$ cat src/logic/tws_pkg.sv
// shared constants, codes and types of the two-wire serial register core
package tws_pkg;
    // ----------------------------------------
    // register offsets (byte addresses)
    // ----------------------------------------
    localparam logic [7:0] OFF_CTRL = 8'h00;
    localparam logic [7:0] OFF_STAT = 8'h04;
    localparam logic [7:0] OFF_DATA = 8'h08;
    localparam logic [7:0] OFF_ADDR = 8'h0c;
    localparam logic [7:0] OFF_RATE = 8'h10;
    // ----------------------------------------
    // field positions
    // ----------------------------------------
    localparam int CTL_DONE = 7;
    localparam int CTL_ACKEN = 6;
    localparam int CTL_STA = 5;
    localparam int CTL_STO = 4;
    localparam int CTL_WC = 3;
    localparam int CTL_EN = 2;
    localparam int CTL_IE = 0;
    localparam int ADR_GCE = 0;
    // ----------------------------------------
    // reset values
    // ----------------------------------------
    localparam logic [7:0] RST_DATA = 8'hff;
    localparam logic [7:0] RST_ADDR = 8'hfe;
    localparam logic [7:0] RST_RATE = 8'h00;
    localparam logic [1:0] RST_PS = 2'h0;
    // ----------------------------------------
    // five-bit status codes
    // ----------------------------------------
    localparam logic [4:0] SC_START = 5'h01;
    localparam logic [4:0] SC_RSTART = 5'h02;
    localparam logic [4:0] SC_AW_ACK = 5'h03;
    localparam logic [4:0] SC_AW_NACK = 5'h04;
    localparam logic [4:0] SC_D_ACK = 5'h05;
    localparam logic [4:0] SC_D_NACK = 5'h06;
    localparam logic [4:0] SC_ARB = 5'h07;
    localparam logic [4:0] SC_OWN = 5'h0c;
    localparam logic [4:0] SC_GC = 5'h0e;
    localparam logic [4:0] SC_NONE = 5'h1f;
    localparam logic [7:0] GC_ADDR = 8'h00;
    // ----------------------------------------
    // timing: quarter bit = base + rate * 4^prescale / 2 cycles
    // ----------------------------------------
    localparam logic [15:0] QTR_BASE = 16'h0004;
    // ----------------------------------------
    // types
    // ----------------------------------------
    typedef enum logic [2:0] {
        ST_IDLE, ST_START, ST_TX, ST_ACK, ST_STOP, ST_SRX, ST_SACK, ST_HOLD
    } tws_state_t;
    typedef struct packed {
        logic psel;
        logic penable;
        logic pwrite;
        logic [7:0] paddr;
        logic [31:0] pwdata;
    } tws_apb_req_t;
endpackage : tws_pkg

$ cat src/logic/tws_core.sv
// two-wire serial register core with apb register slave and bus engine
//
// Operation
// RULE1 - enable bit takes the pins and switches slew limiting and filtering on; the core has no slew control, enable drives only filter_en
// RULE2 - clearing enable stops the unit and aborts any transfer at once
// RULE3 - reserved control bit 1 and status bit 2 read as zero
// RULE4 - irq is high while job-done, irq enable and global enable are set
// RULE5 - status code sits in bits 7..3, read with the prescale bits
// RULE6 - software masks the prescale bits before comparing status codes
// RULE7 - prescale field 1..0 is read/write, selects factor 1, 4, 16 or 64
// RULE8 - data register holds tx or rx byte, writable only while job-done
// RULE9 - data register stays unchanged while job-done is set, resets to ones
// RULE10 - bus data shifts in while a byte shifts out
// RULE11 - byte being received survives a lost arbitration
// RULE12 - acknowledge enable bit, written by the cpu, controls whether the acknowledge pulse is driven
// RULE13 - own seven-bit address from bits 7..1, used only as slave
// RULE14 - address bit 0 enables recognition of the general call address
// RULE15 - an address match raises the job-done flag and so an interrupt
// RULE16 - multimaster software programs the own address of addressable masters
// RULE17 - with irq enable clear, software polls the job-done flag
// RULE18 - job-done rises after every bus event, status shows bus state
// RULE19 - writing one clears job-done; no bus action while set, then proceeds
// RULE20 - after start, address or data, flag set and code shows ack
// RULE21 - master transmit: start, address, data, stop with checks between
// RULE22 - no job-done after a stop has been sent
// RULE23 - scl is held low while job-done is set
// RULE24 - status updates one cycle after job-done, else shows the idle code
// RULE25 - data write without job-done sets collision, with job-done clears it
// RULE26 - register access is synchronous; a flag clear reaches the engine next cycle
//
// Local design decisions: the APB interface to the registers and the register offsets.
`timescale 1ns/10ps
`default_nettype none
module tws_core (
    input wire logic sys_clk,
    input wire logic rst,
    input wire tws_pkg::tws_apb_req_t apb,
    output logic [31:0] prdata,
    output logic pready,
    output logic pslverr,
    input wire logic global_irq_en,
    output logic irq,
    output logic filter_en,
    input wire logic scl_i,
    output logic scl_o,
    output logic scl_oe,
    input wire logic sda_i,
    output logic sda_o,
    output logic sda_oe
);
    import tws_pkg::*;

    // ----------------------------------------
    // state
    // ----------------------------------------
    logic [31:0] prdata_q;
    logic pready_q, pslverr_q, irq_q;
    logic en_q, ie_q, acken_q, sta_q, sto_q, done_q, wc_q, clr_q;
    logic [1:0] ps_q;
    logic [7:0] rate_q, data_q, oaddr_q;
    logic [4:0] status_q, evt_c_q;
    logic evt_q, stop_done_q, busy_q, mstr_q, addr_ph_q, lost_q, ack_drv_q;
    logic scl_oe_q, sda_oe_q;
    tws_state_t state_q;
    logic [1:0] phase_q;
    logic [2:0] bitcnt_q;
    logic [15:0] cnt_q;
    logic scl_s1, scl_s2, scl_p, sda_s1, sda_s2, sda_p;

    // ----------------------------------------
    // helpers
    // ----------------------------------------
    function automatic logic [15:0] qtr_len(input logic [7:0] br, input logic [1:0] ps);
        logic [15:0] m;
        m = {8'h00, br} << {ps, 1'b0};
        return QTR_BASE + (m >> 1);
    endfunction : qtr_len

    // bit 1 own address, bit 0 general call
    function automatic logic [1:0] addr_hit(input logic [7:0] b, input logic [7:0] oa);
        addr_hit = {b[7:1] == oa[7:1], (b == GC_ADDR) && oa[ADR_GCE]};
    endfunction : addr_hit

    logic acc, wr, wr_ctrl, wr_data, tick, step;
    logic bus_start, bus_stop, scl_rise, scl_fall;
    logic [7:0] wd, byte_in;
    logic [1:0] hit;
    logic [31:0] rd_mux;
    logic mapped;

    assign acc = apb.psel && apb.penable;
    assign wr = acc && pready_q && apb.pwrite;
    assign wd = apb.pwdata[7:0];
    assign wr_ctrl = wr && apb.paddr == OFF_CTRL;
    assign wr_data = wr && apb.paddr == OFF_DATA;
    assign tick = en_q && cnt_q == 16'h0000;
    assign step = tick && (phase_q != 2'h2 || scl_s2);
    assign bus_start = scl_s2 && scl_p && sda_p && !sda_s2;
    assign bus_stop = scl_s2 && scl_p && !sda_p && sda_s2;
    assign scl_rise = scl_s2 && !scl_p;
    assign scl_fall = !scl_s2 && scl_p;
    assign byte_in = {data_q[6:0], sda_s2};
    assign hit = addr_hit(byte_in, oaddr_q); // RULE13 RULE14

    assign prdata = prdata_q;
    assign pready = pready_q;
    assign pslverr = pslverr_q;
    assign irq = irq_q;
    assign filter_en = en_q; // RULE1
    // open-drain: the pads only ever pull low
    assign scl_o = 1'b0;
    assign sda_o = 1'b0;
    assign scl_oe = scl_oe_q;
    assign sda_oe = sda_oe_q;

    // ----------------------------------------
    // pin synchronisers
    // ----------------------------------------
    always_ff @(posedge sys_clk or posedge rst) begin
        if (rst) begin
            {scl_s1, scl_s2, scl_p} <= 3'h7;
            {sda_s1, sda_s2, sda_p} <= 3'h7;
        end else begin
            {scl_s1, scl_s2, scl_p} <= {scl_i, scl_s1, scl_s2};
            {sda_s1, sda_s2, sda_p} <= {sda_i, sda_s1, sda_s2};
        end
    end

    // ----------------------------------------
    // apb slave
    // ----------------------------------------
    always_comb begin
        mapped = 1'b1;
        rd_mux = 32'h0000_0000;
        case (apb.paddr)
            OFF_CTRL: rd_mux[7:0] = {done_q, acken_q, sta_q, sto_q, wc_q, en_q, 1'b0, ie_q}; // RULE3 RULE12
            OFF_STAT: rd_mux[7:0] = {status_q, 1'b0, ps_q}; // RULE3 RULE5
            OFF_DATA: rd_mux[7:0] = data_q;
            OFF_ADDR: rd_mux[7:0] = oaddr_q;
            OFF_RATE: rd_mux[7:0] = rate_q;
            default: mapped = 1'b0;
        endcase
    end

    // one wait state: pready answers the second access cycle
    always_ff @(posedge sys_clk or posedge rst) begin
        if (rst) begin
            pready_q <= 1'b0;
            pslverr_q <= 1'b0;
            prdata_q <= 32'h0000_0000;
        end else begin
            pready_q <= acc && !pready_q;
            pslverr_q <= acc && !pready_q && !mapped;
            if (acc && !pready_q && !apb.pwrite) begin
                prdata_q <= rd_mux; // RULE26
            end
        end
    end

    // ----------------------------------------
    // registers
    // ----------------------------------------
    always_ff @(posedge sys_clk or posedge rst) begin
        if (rst) begin
            {en_q, ie_q, acken_q, sta_q, sto_q} <= 5'h00;
            ps_q <= RST_PS;
            rate_q <= RST_RATE;
            oaddr_q <= RST_ADDR;
        end else begin
            if (wr_ctrl) begin
                en_q <= wd[CTL_EN]; // RULE1 RULE2
                ie_q <= wd[CTL_IE];
                acken_q <= wd[CTL_ACKEN];
                sta_q <= wd[CTL_STA];
            end
            if (stop_done_q || !en_q) begin
                sto_q <= 1'b0;
            end else if (wr_ctrl) begin
                sto_q <= wd[CTL_STO];
            end
            if (wr && apb.paddr == OFF_STAT) begin
                ps_q <= wd[1:0]; // RULE7
            end
            if (wr && apb.paddr == OFF_RATE) begin
                rate_q <= wd;
            end
            if (wr && apb.paddr == OFF_ADDR) begin
                oaddr_q <= wd; // RULE13
            end
        end
    end

    // ----------------------------------------
    // job-done flag, collision, status, irq
    // ----------------------------------------
    always_ff @(posedge sys_clk or posedge rst) begin
        if (rst) begin
            done_q <= 1'b0;
            clr_q <= 1'b0;
        end else begin
            // an event in the clearing cycle still sets the flag
            if (evt_q) begin
                done_q <= 1'b1; // RULE18
            end else if ((wr_ctrl && wd[CTL_DONE]) || !en_q) begin
                done_q <= 1'b0; // RULE19
            end
            clr_q <= wr_ctrl && wd[CTL_DONE] && done_q; // RULE26
        end
    end

    always_ff @(posedge sys_clk or posedge rst) begin
        if (rst) begin
            wc_q <= 1'b0;
        end else if (wr_data) begin
            wc_q <= !done_q; // RULE25
        end
    end

    always_ff @(posedge sys_clk or posedge rst) begin
        if (rst) begin
            status_q <= SC_NONE;
        end else begin
            status_q <= done_q ? evt_c_q : SC_NONE; // RULE24 RULE5
        end
    end

    always_ff @(posedge sys_clk or posedge rst) begin
        if (rst) begin
            irq_q <= 1'b0;
        end else begin
            irq_q <= done_q && ie_q && global_irq_en; // RULE4 RULE15
        end
    end

    // ----------------------------------------
    // bit-rate divider and bus watch
    // ----------------------------------------
    always_ff @(posedge sys_clk or posedge rst) begin
        if (rst) begin
            cnt_q <= 16'h0000;
        end else if (!en_q || cnt_q == 16'h0000) begin
            cnt_q <= qtr_len(rate_q, ps_q) - 16'h0001; // RULE7
        end else begin
            cnt_q <= cnt_q - 16'h0001;
        end
    end

    always_ff @(posedge sys_clk or posedge rst) begin
        if (rst) begin
            busy_q <= 1'b0;
        end else if (!en_q || bus_stop) begin
            busy_q <= 1'b0;
        end else if (bus_start) begin
            busy_q <= 1'b1;
        end
    end

    // ----------------------------------------
    // bus engine
    // ----------------------------------------
    always_ff @(posedge sys_clk or posedge rst) begin
        if (rst) begin
            state_q <= ST_IDLE;
            phase_q <= 2'h0;
            bitcnt_q <= 3'h0;
            data_q <= RST_DATA; // RULE9
            {scl_oe_q, sda_oe_q, mstr_q, addr_ph_q, lost_q, ack_drv_q} <= 6'h00;
            {evt_q, stop_done_q} <= 2'h0;
            evt_c_q <= SC_NONE;
        end else begin
            evt_q <= 1'b0;
            stop_done_q <= 1'b0;
            if (wr_data && done_q) begin
                data_q <= wd; // RULE8
            end
            if (!en_q) begin
                state_q <= ST_IDLE; // RULE2
                {scl_oe_q, sda_oe_q, mstr_q, lost_q} <= 4'h0;
            end else begin
                case (state_q)
                    ST_IDLE: begin
                        scl_oe_q <= 1'b0;
                        sda_oe_q <= 1'b0;
                        phase_q <= 2'h0;
                        if (!done_q && sta_q && !busy_q) begin
                            state_q <= ST_START; // RULE19
                        end else if (bus_start) begin
                            state_q <= ST_SRX;
                            bitcnt_q <= 3'h7;
                            lost_q <= 1'b0;
                        end
                    end
                    ST_START: if (step) begin
                        phase_q <= phase_q + 2'h1;
                        case (phase_q)
                            2'h0: sda_oe_q <= 1'b0;
                            2'h1: scl_oe_q <= 1'b0;
                            2'h2: sda_oe_q <= 1'b1;
                            default: begin
                                scl_oe_q <= 1'b1;
                                evt_q <= 1'b1; // RULE20
                                evt_c_q <= mstr_q ? SC_RSTART : SC_START;
                                mstr_q <= 1'b1;
                                addr_ph_q <= 1'b1;
                                state_q <= ST_HOLD;
                            end
                        endcase
                    end
                    ST_TX: if (step) begin
                        phase_q <= phase_q + 2'h1;
                        case (phase_q)
                            2'h0: sda_oe_q <= !data_q[7];
                            2'h1: scl_oe_q <= 1'b0;
                            2'h2: scl_oe_q <= 1'b0;
                            default: begin
                                scl_oe_q <= 1'b1;
                                data_q <= byte_in; // RULE10
                                bitcnt_q <= bitcnt_q - 3'h1;
                                if (!sda_oe_q && !sda_s2) begin
                                    // lost: keep shifting as a slave, byte kept
                                    mstr_q <= 1'b0; // RULE11
                                    lost_q <= 1'b1;
                                    scl_oe_q <= 1'b0;
                                    sda_oe_q <= 1'b0;
                                    phase_q <= 2'h0;
                                    ack_drv_q <= 1'b0;
                                    evt_c_q <= SC_ARB;
                                    state_q <= (bitcnt_q == 3'h0) ? ST_SACK : ST_SRX;
                                end else if (bitcnt_q == 3'h0) begin
                                    state_q <= ST_ACK;
                                end
                            end
                        endcase
                    end
                    ST_ACK: if (step) begin
                        phase_q <= phase_q + 2'h1;
                        case (phase_q)
                            2'h0: sda_oe_q <= 1'b0; // RULE12
                            2'h1: scl_oe_q <= 1'b0;
                            2'h2: scl_oe_q <= 1'b0;
                            default: begin
                                scl_oe_q <= 1'b1;
                                evt_q <= 1'b1; // RULE20
                                if (addr_ph_q) begin
                                    evt_c_q <= sda_s2 ? SC_AW_NACK : SC_AW_ACK;
                                end else begin
                                    evt_c_q <= sda_s2 ? SC_D_NACK : SC_D_ACK;
                                end
                                addr_ph_q <= 1'b0;
                                state_q <= ST_HOLD;
                            end
                        endcase
                    end
                    ST_STOP: if (step) begin
                        phase_q <= phase_q + 2'h1;
                        case (phase_q)
                            2'h0: sda_oe_q <= 1'b1;
                            2'h1: scl_oe_q <= 1'b0;
                            2'h2: scl_oe_q <= 1'b0;
                            default: begin
                                sda_oe_q <= 1'b0;
                                mstr_q <= 1'b0;
                                stop_done_q <= 1'b1; // RULE22
                                state_q <= ST_IDLE;
                            end
                        endcase
                    end
                    ST_SRX: begin
                        if (bus_stop) begin
                            state_q <= ST_IDLE;
                        end else if (scl_rise) begin
                            data_q <= byte_in; // RULE11
                            bitcnt_q <= bitcnt_q - 3'h1;
                            if (bitcnt_q == 3'h0) begin
                                phase_q <= 2'h0;
                                ack_drv_q <= (|hit) && acken_q; // RULE12
                                if (hit[1]) begin
                                    evt_c_q <= SC_OWN; // RULE13 RULE15
                                end else if (hit[0]) begin
                                    evt_c_q <= SC_GC; // RULE14 RULE15
                                end else begin
                                    evt_c_q <= SC_ARB;
                                end
                                state_q <= (|hit || lost_q) ? ST_SACK : ST_IDLE;
                            end
                        end
                    end
                    ST_SACK: if (scl_fall) begin
                        if (phase_q == 2'h0) begin
                            sda_oe_q <= ack_drv_q;
                            phase_q <= 2'h1;
                        end else begin
                            sda_oe_q <= 1'b0;
                            scl_oe_q <= 1'b1; // RULE23
                            evt_q <= 1'b1; // RULE15 RULE18
                            state_q <= ST_HOLD;
                        end
                    end
                    ST_HOLD: begin
                        scl_oe_q <= 1'b1; // RULE23
                        if (clr_q) begin
                            phase_q <= 2'h0;
                            if (sta_q) begin
                                state_q <= ST_START; // RULE19
                            end else if (mstr_q && sto_q) begin
                                state_q <= ST_STOP;
                            end else if (mstr_q) begin
                                bitcnt_q <= 3'h7;
                                state_q <= ST_TX;
                            end else begin
                                scl_oe_q <= 1'b0;
                                state_q <= ST_IDLE;
                            end
                        end
                    end
                    default: state_q <= ST_IDLE;
                endcase
            end
        end
    end
endmodule : tws_core
`default_nettype wire

$ cat config.mk
export PLATFORM = sky130hd
export DESIGN_NAME = tws_core
export DESIGN_NICKNAME = d
export VERILOG_FILES = /design/src/logic/tws_pkg.sv /design/src/logic/tws_core.sv
export SDC_FILE = /design/constraint.sdc
export NUM_CORES = 1
export LEC_CHECK = 0
export BUFFER_PORTS_ARGS = -buffer_cell sky130_fd_sc_hd__buf_2
export CORE_MARGIN = 2
export CORE_UTILIZATION = 52
export CTS_CLUSTER_DIAMETER = 200
export DETAILED_ROUTE_END_ITERATION = 8
export GPL_ROUTABILITY_DRIVEN = 0
export GPL_TIMING_DRIVEN = 1
export PLACE_DENSITY = 0.77
export SLEW_MARGIN = 20
export SYNTH_ARGS = -nofsm -noshare
export SYNTH_HDL_FRONTEND = slang
export SYNTH_SLANG_ARGS = --single-unit
$ cat constraint.sdc
create_clock -name sys_clk -period 3.3 [get_ports sys_clk]
set_clock_uncertainty 0.1 [all_clocks]
set_input_delay 0.66 -clock sys_clk [delete_from_list [all_inputs] [get_ports sys_clk]]
set_output_delay 0.66 -clock sys_clk [all_outputs]
set_load 0.02 [all_outputs]
# Word-level counts from Yosys, hierarchy flattened
# Cells that the tools add are included.
# totals
reg_bits,94
latchBits,0
ramBits,0
rom_bits,0
inputBits,48
out_inout_bits,40
word_cells,325
memories,0
# op_classes
add_sub_neg,5
mul,0
n_div,0
n_lt_le_gt_ge,0
n_eq_ne,66
n_shift,1
n_mux,137
bitwise_logic,0
n_reduce_logical,79
# op_table
op,n
$mux W3,32
$ne A3 B3 Y1 const B,21
$mux W5,11
$mux W1,52
$mux W8,6
$pmux W8 S5,1
$ne A2 B2 Y1 const B,19
$sub A16 B1 Y16 const B,2
$logic_and A1 B1 Y1,31
$mux W2,14
$ne A4 B4 Y1 const B,6
$reduce_and A12 Y1,2
$reduce_and A11 Y1,2
$pmux W3 S7,1
$pmux W1 S2,10
$pmux W5 S4,1
$add A3 B15 Y16 const A,1
$eq A8 B4 Y1 const B,2
$logic_not A16 Y1,1
$logic_not A8 Y1,2
$mux W16,1
$pmux W8 S2,1
$reduce_and A8 Y1,2
$shl A8 B3 Y16,1
34 further kinds,66

# Longest topological paths before layout
# logic_depth
word_depth,10
depth_mapped,10
mapped_depth_nobuf,8

# Least setup slack after synthesis
# No wires, ideal clock.
# synth_timing
path_kind,input -> register
startpoint,input port apb[33] (netlist bit)
endpoint,register data_q[4]
setup_time_ps,80
t_arrival_ps,2389
required_time_ps,3120
setup_slack_ps,731
stages,7
path_buffers,1
cell_sequence,or4_4 nor3_4 and3b_1 buf_6 nand3_4 mux2_4 a32o_1
# synth_via
elab_chain_len,8
word_cells_on_any_way,10
cone_classes,1 x eq/ne; 7 x mux; 2 x reduce/logical
# synth_rtl
item,line,rtl
from (decl),tws_core.sv:37,"input wire tws_pkg::tws_apb_req_t apb,"
$eq A8 B4 Y1 (*),tws_core.sv:95,assign wr_data = wr && apb.paddr == OFF_DATA;
$logic_and A1 B1 Y1 (*),tws_core.sv:95,
$logic_and A1 B1 Y1 (*),tws_core.sv:273,if (wr_data && done_q) begin
$mux W8 (*),tws_core.sv:273,
"$mux W8, on equally long branches","tws_core.sv:371, tws_core.sv:311",
"$mux W8, on equally long branches","tws_core.sv:369, tws_core.sv:309",
$pmux W8 S2,tws_core.sv:280,case (state_q)
$mux W8 (*),tws_core.sv:276,if (!en_q) begin
to (signal assigned),tws_core.sv:274,data_q <= wd;
to (signal assigned),tws_core.sv:317,data_q <= byte_in;
to (signal assigned),tws_core.sv:372,data_q <= byte_in;
to (decl),tws_core.sv:60,"logic [7:0] rate_q, data_q, oaddr_q;"
# Mark *: on every way between the ends. The rest lies on a longest branch, timed or not.
# A chain may end at the register's enable or synchronous reset.

# Worst setup path in the final report
# layout_timing
startpoint,register cnt_q[5]
endpoint,register cnt_q[1]
# layout_via
elab_chain_len,3
# layout_rtl
item,line,rtl
from (decl),tws_core.sv:67,logic [15:0] cnt_q;
from (signal assigned),tws_core.sv:242,"cnt_q <= qtr_len(rate_q, ps_q) - 16'h0001;"
from (signal assigned),tws_core.sv:244,cnt_q <= cnt_q - 16'h0001;
$logic_not A16 Y1,tws_core.sv:241,end else if (!en_q || cnt_q == 16'h0000) begin
$logic_or A1 B1 Y1,tws_core.sv:241,
$mux W16,tws_core.sv:241,
# Every way passes these cells.

==> impl_metrics.toml <==
[run_status]
status = "finished, final reports clean"

[floorplanning]
core-area_mm2 = 0.0104
die_w_um = 108
num_rows = 37
dieArea_mm2 = 0.0117
start_util_pct = 54.0
ioPinCount = 88
die_y_um = 108

[global_route]
antenna_found_initial = 0
grt_pass1_wl_um = 21700
grt_max_degree = 58
grt_pass1_vias = 4268
grtUsageTotal_pct = 24.0
grt-ovfl-total = 0

[cells_and_area]
stdcell_count = 755
diodes = 0
fillers = 913
syn_to_final_growth_pct = 7.50
drive_gt1_share_pct = 23.7
fin_nets = 674
mostFrequentLayoutCells = "dfrtp_1, nand2_1, nor2_1, buf_2, dfstp_2"
fin_area_mm2 = 0.00604
mostFrequentLayoutCell = "dfrtp_1"
utilization_pct = 58.0

[clock_tree]
cts.repair.resized = 0
cts.sink_count = 94
h-tree-depth = 3
cts_tree = "done"
clk_pin_slew_ns = 0.10
post-cts-setup-buffer-count = 0
cts_hold_buf = 0
cts_made_buffers = 9
clock_latency_ns = 0.36
clock_path_buffers = 2
cts_root_buffer = "clkbuf_8"

[worst_setup_path]
cp_max_fo = 14
worstSetupPathType = "flop to flop"
arrival_ns = 2.78
cp-start-kind = "flop"
end_kind = "flop"
crit_required_ns = 3.49

[power_and_ir_drop]
peakVddDrop_mv = 0.343
power_mw = 4.07
power.density_mw_per_mm2 = 674
power_leakage_nw = 2.61

[drt]
drc_errors = 0
vias = 4532
wl_um = 13400
routed_via_density = 6.00
drt_first_iter_violations = 481
ant_nets = 0
firstDrtPassIters = 5
post_drt_wl_per_cell_um = 17.8

[synthesis]
synth_seq_cells = 94
synthCells = 579
synth_cell_types = 72
yosys_warnings = 0
synth_edf_count = 0
syn_area_mm2 = 0.00562
ys_seq_area_share_pct = 42.5
async_reset_ff_share_pct = 100
synth-main-ff-cell = "dfrtp_1"
avgSynthCellArea_um2 = 9.71

[sta]
worst_slew_pin_slew_ns = 0.752
grt_setup_unrepaired = "no"
finalMaxSlewViolations = 0
worst_slack_ns = 0.704
setup_tns_ns = 0
relSlewSlack_pct = 49.6
fin_crit_ns = 2.60
setup_viol = 0
hold_slack_ns = 0.260
hold_viol = 0
fmax_mhz = 385
fin_crit_sh_pct = 78.7

[placement]
placed_cells = 739
numPortBuffers = 37
dpl.hpwl_um = 9610
placed_area_mm2 = 0.00586
dp_slack_ns = 0.563

[min_path]
min_path_type = "flop to flop"

[flow_run]
drv_cap = 0
cells by family (layout without fill, tap and decap cells):
family / Yosys count / count (layout) / synth area share [%]
AO/OA/AOI/OAI: 130 / 130 / 15.3
XOR/XNOR: 27 / 27 / 4.21
adder cells (fa/ha/maj): 12 / 12 / 2.67
buffers and inverters: 71 / 86 / 6.81
flip-flops: 94 / 94 / 42.5
multiplexers: 50 / 50 / 9.63
other: 1 / 26 / 0.0667
AND/OR/NAND/NOR: 194 / 194 / 18.8
synth_stat cells, drive strengths merged, types with 14 or more instances:
library cell | n | area share, %
a21oi | 31 | 2.8
buf | 35 | 4.4
clkbuf | 16 | 1.1
dfrtp | 63 | 28
dfstp | 31 | 14
inv | 18 | 1.2
mux2 | 30 | 6.1
mux2i | 20 | 3.6
nand2 | 48 | 3.2
nand2b | 14 | 1.6
nor2 | 46 | 3.1
nor3 | 17 | 2.0
o21ai | 34 | 3.1
xnor2 | 17 | 2.6
layout make-up:
cell class | count | area (um^2) | area share (%)
Timing Repair Buffer | 50 | 283 | 4.68
Sequential cell | 94 | 2390 | 39.6
Tap cell | 136 | 170 | 2.82
Multi-Input combinational cell | 439 | 2940 | 48.7
Clock buffer | 9 | 124 | 2.05
Clock inverter | 7 | 56.3 | 0.931
Inverter | 20 | 77.6 | 1.28
critical path, stage by stage, from the launching register on:
cell and delay, ns:
dfrtp_1 0.40, or4_4 0.56, and4bb_2 0.42, inv_1 0.07, o21ai_2 0.46, buf_4 0.28
mux2i_1 0.21
metal layers:
layer	GRT usage [%]	routed length (um)	up-vias
met5	0	0	-
met4	11.4	436	0
met3	3.19	838	38
met2	36.7	6320	223
met1	34.1	5840	2159
li1	-	-	2112
path summary, 6_finish.rpt:
check | start | endpoint | cells after the start | slack, ns
max | cnt_q[5] | cnt_q[1] | 6 | 0.70
min | sda_s1 | sda_s2 | 0 | 0.26
max reg2reg | cnt_q[5] | cnt_q[1] | 6 | 0.70
min reg2reg | sda_s1 | sda_s2 | 0 | 0.26
max in group asynchronous | rst | evt_c_q[3] | 3 | 1.99
min in group asynchronous | rst | scl_oe | 2 | 0.32
registers in the layout, summed over array words and instances, names as in the netlist, 2 cells and up:
signal	cells
bitcnt_q	3
cnt_q	16
data_q	8
evt_c_q	5
oaddr_q	8
phase_q	2
prdata	8
ps_q	2
rate_q	8
state_q	3
status_q	5
report_power, final:
part	internal [mW]	switching, mW
Sequential	1.47	0.288
Clock	0.285	0.437
Combinational	0.659	0.936
Total	2.41	1.66
(Power assumes the default switching activity.)
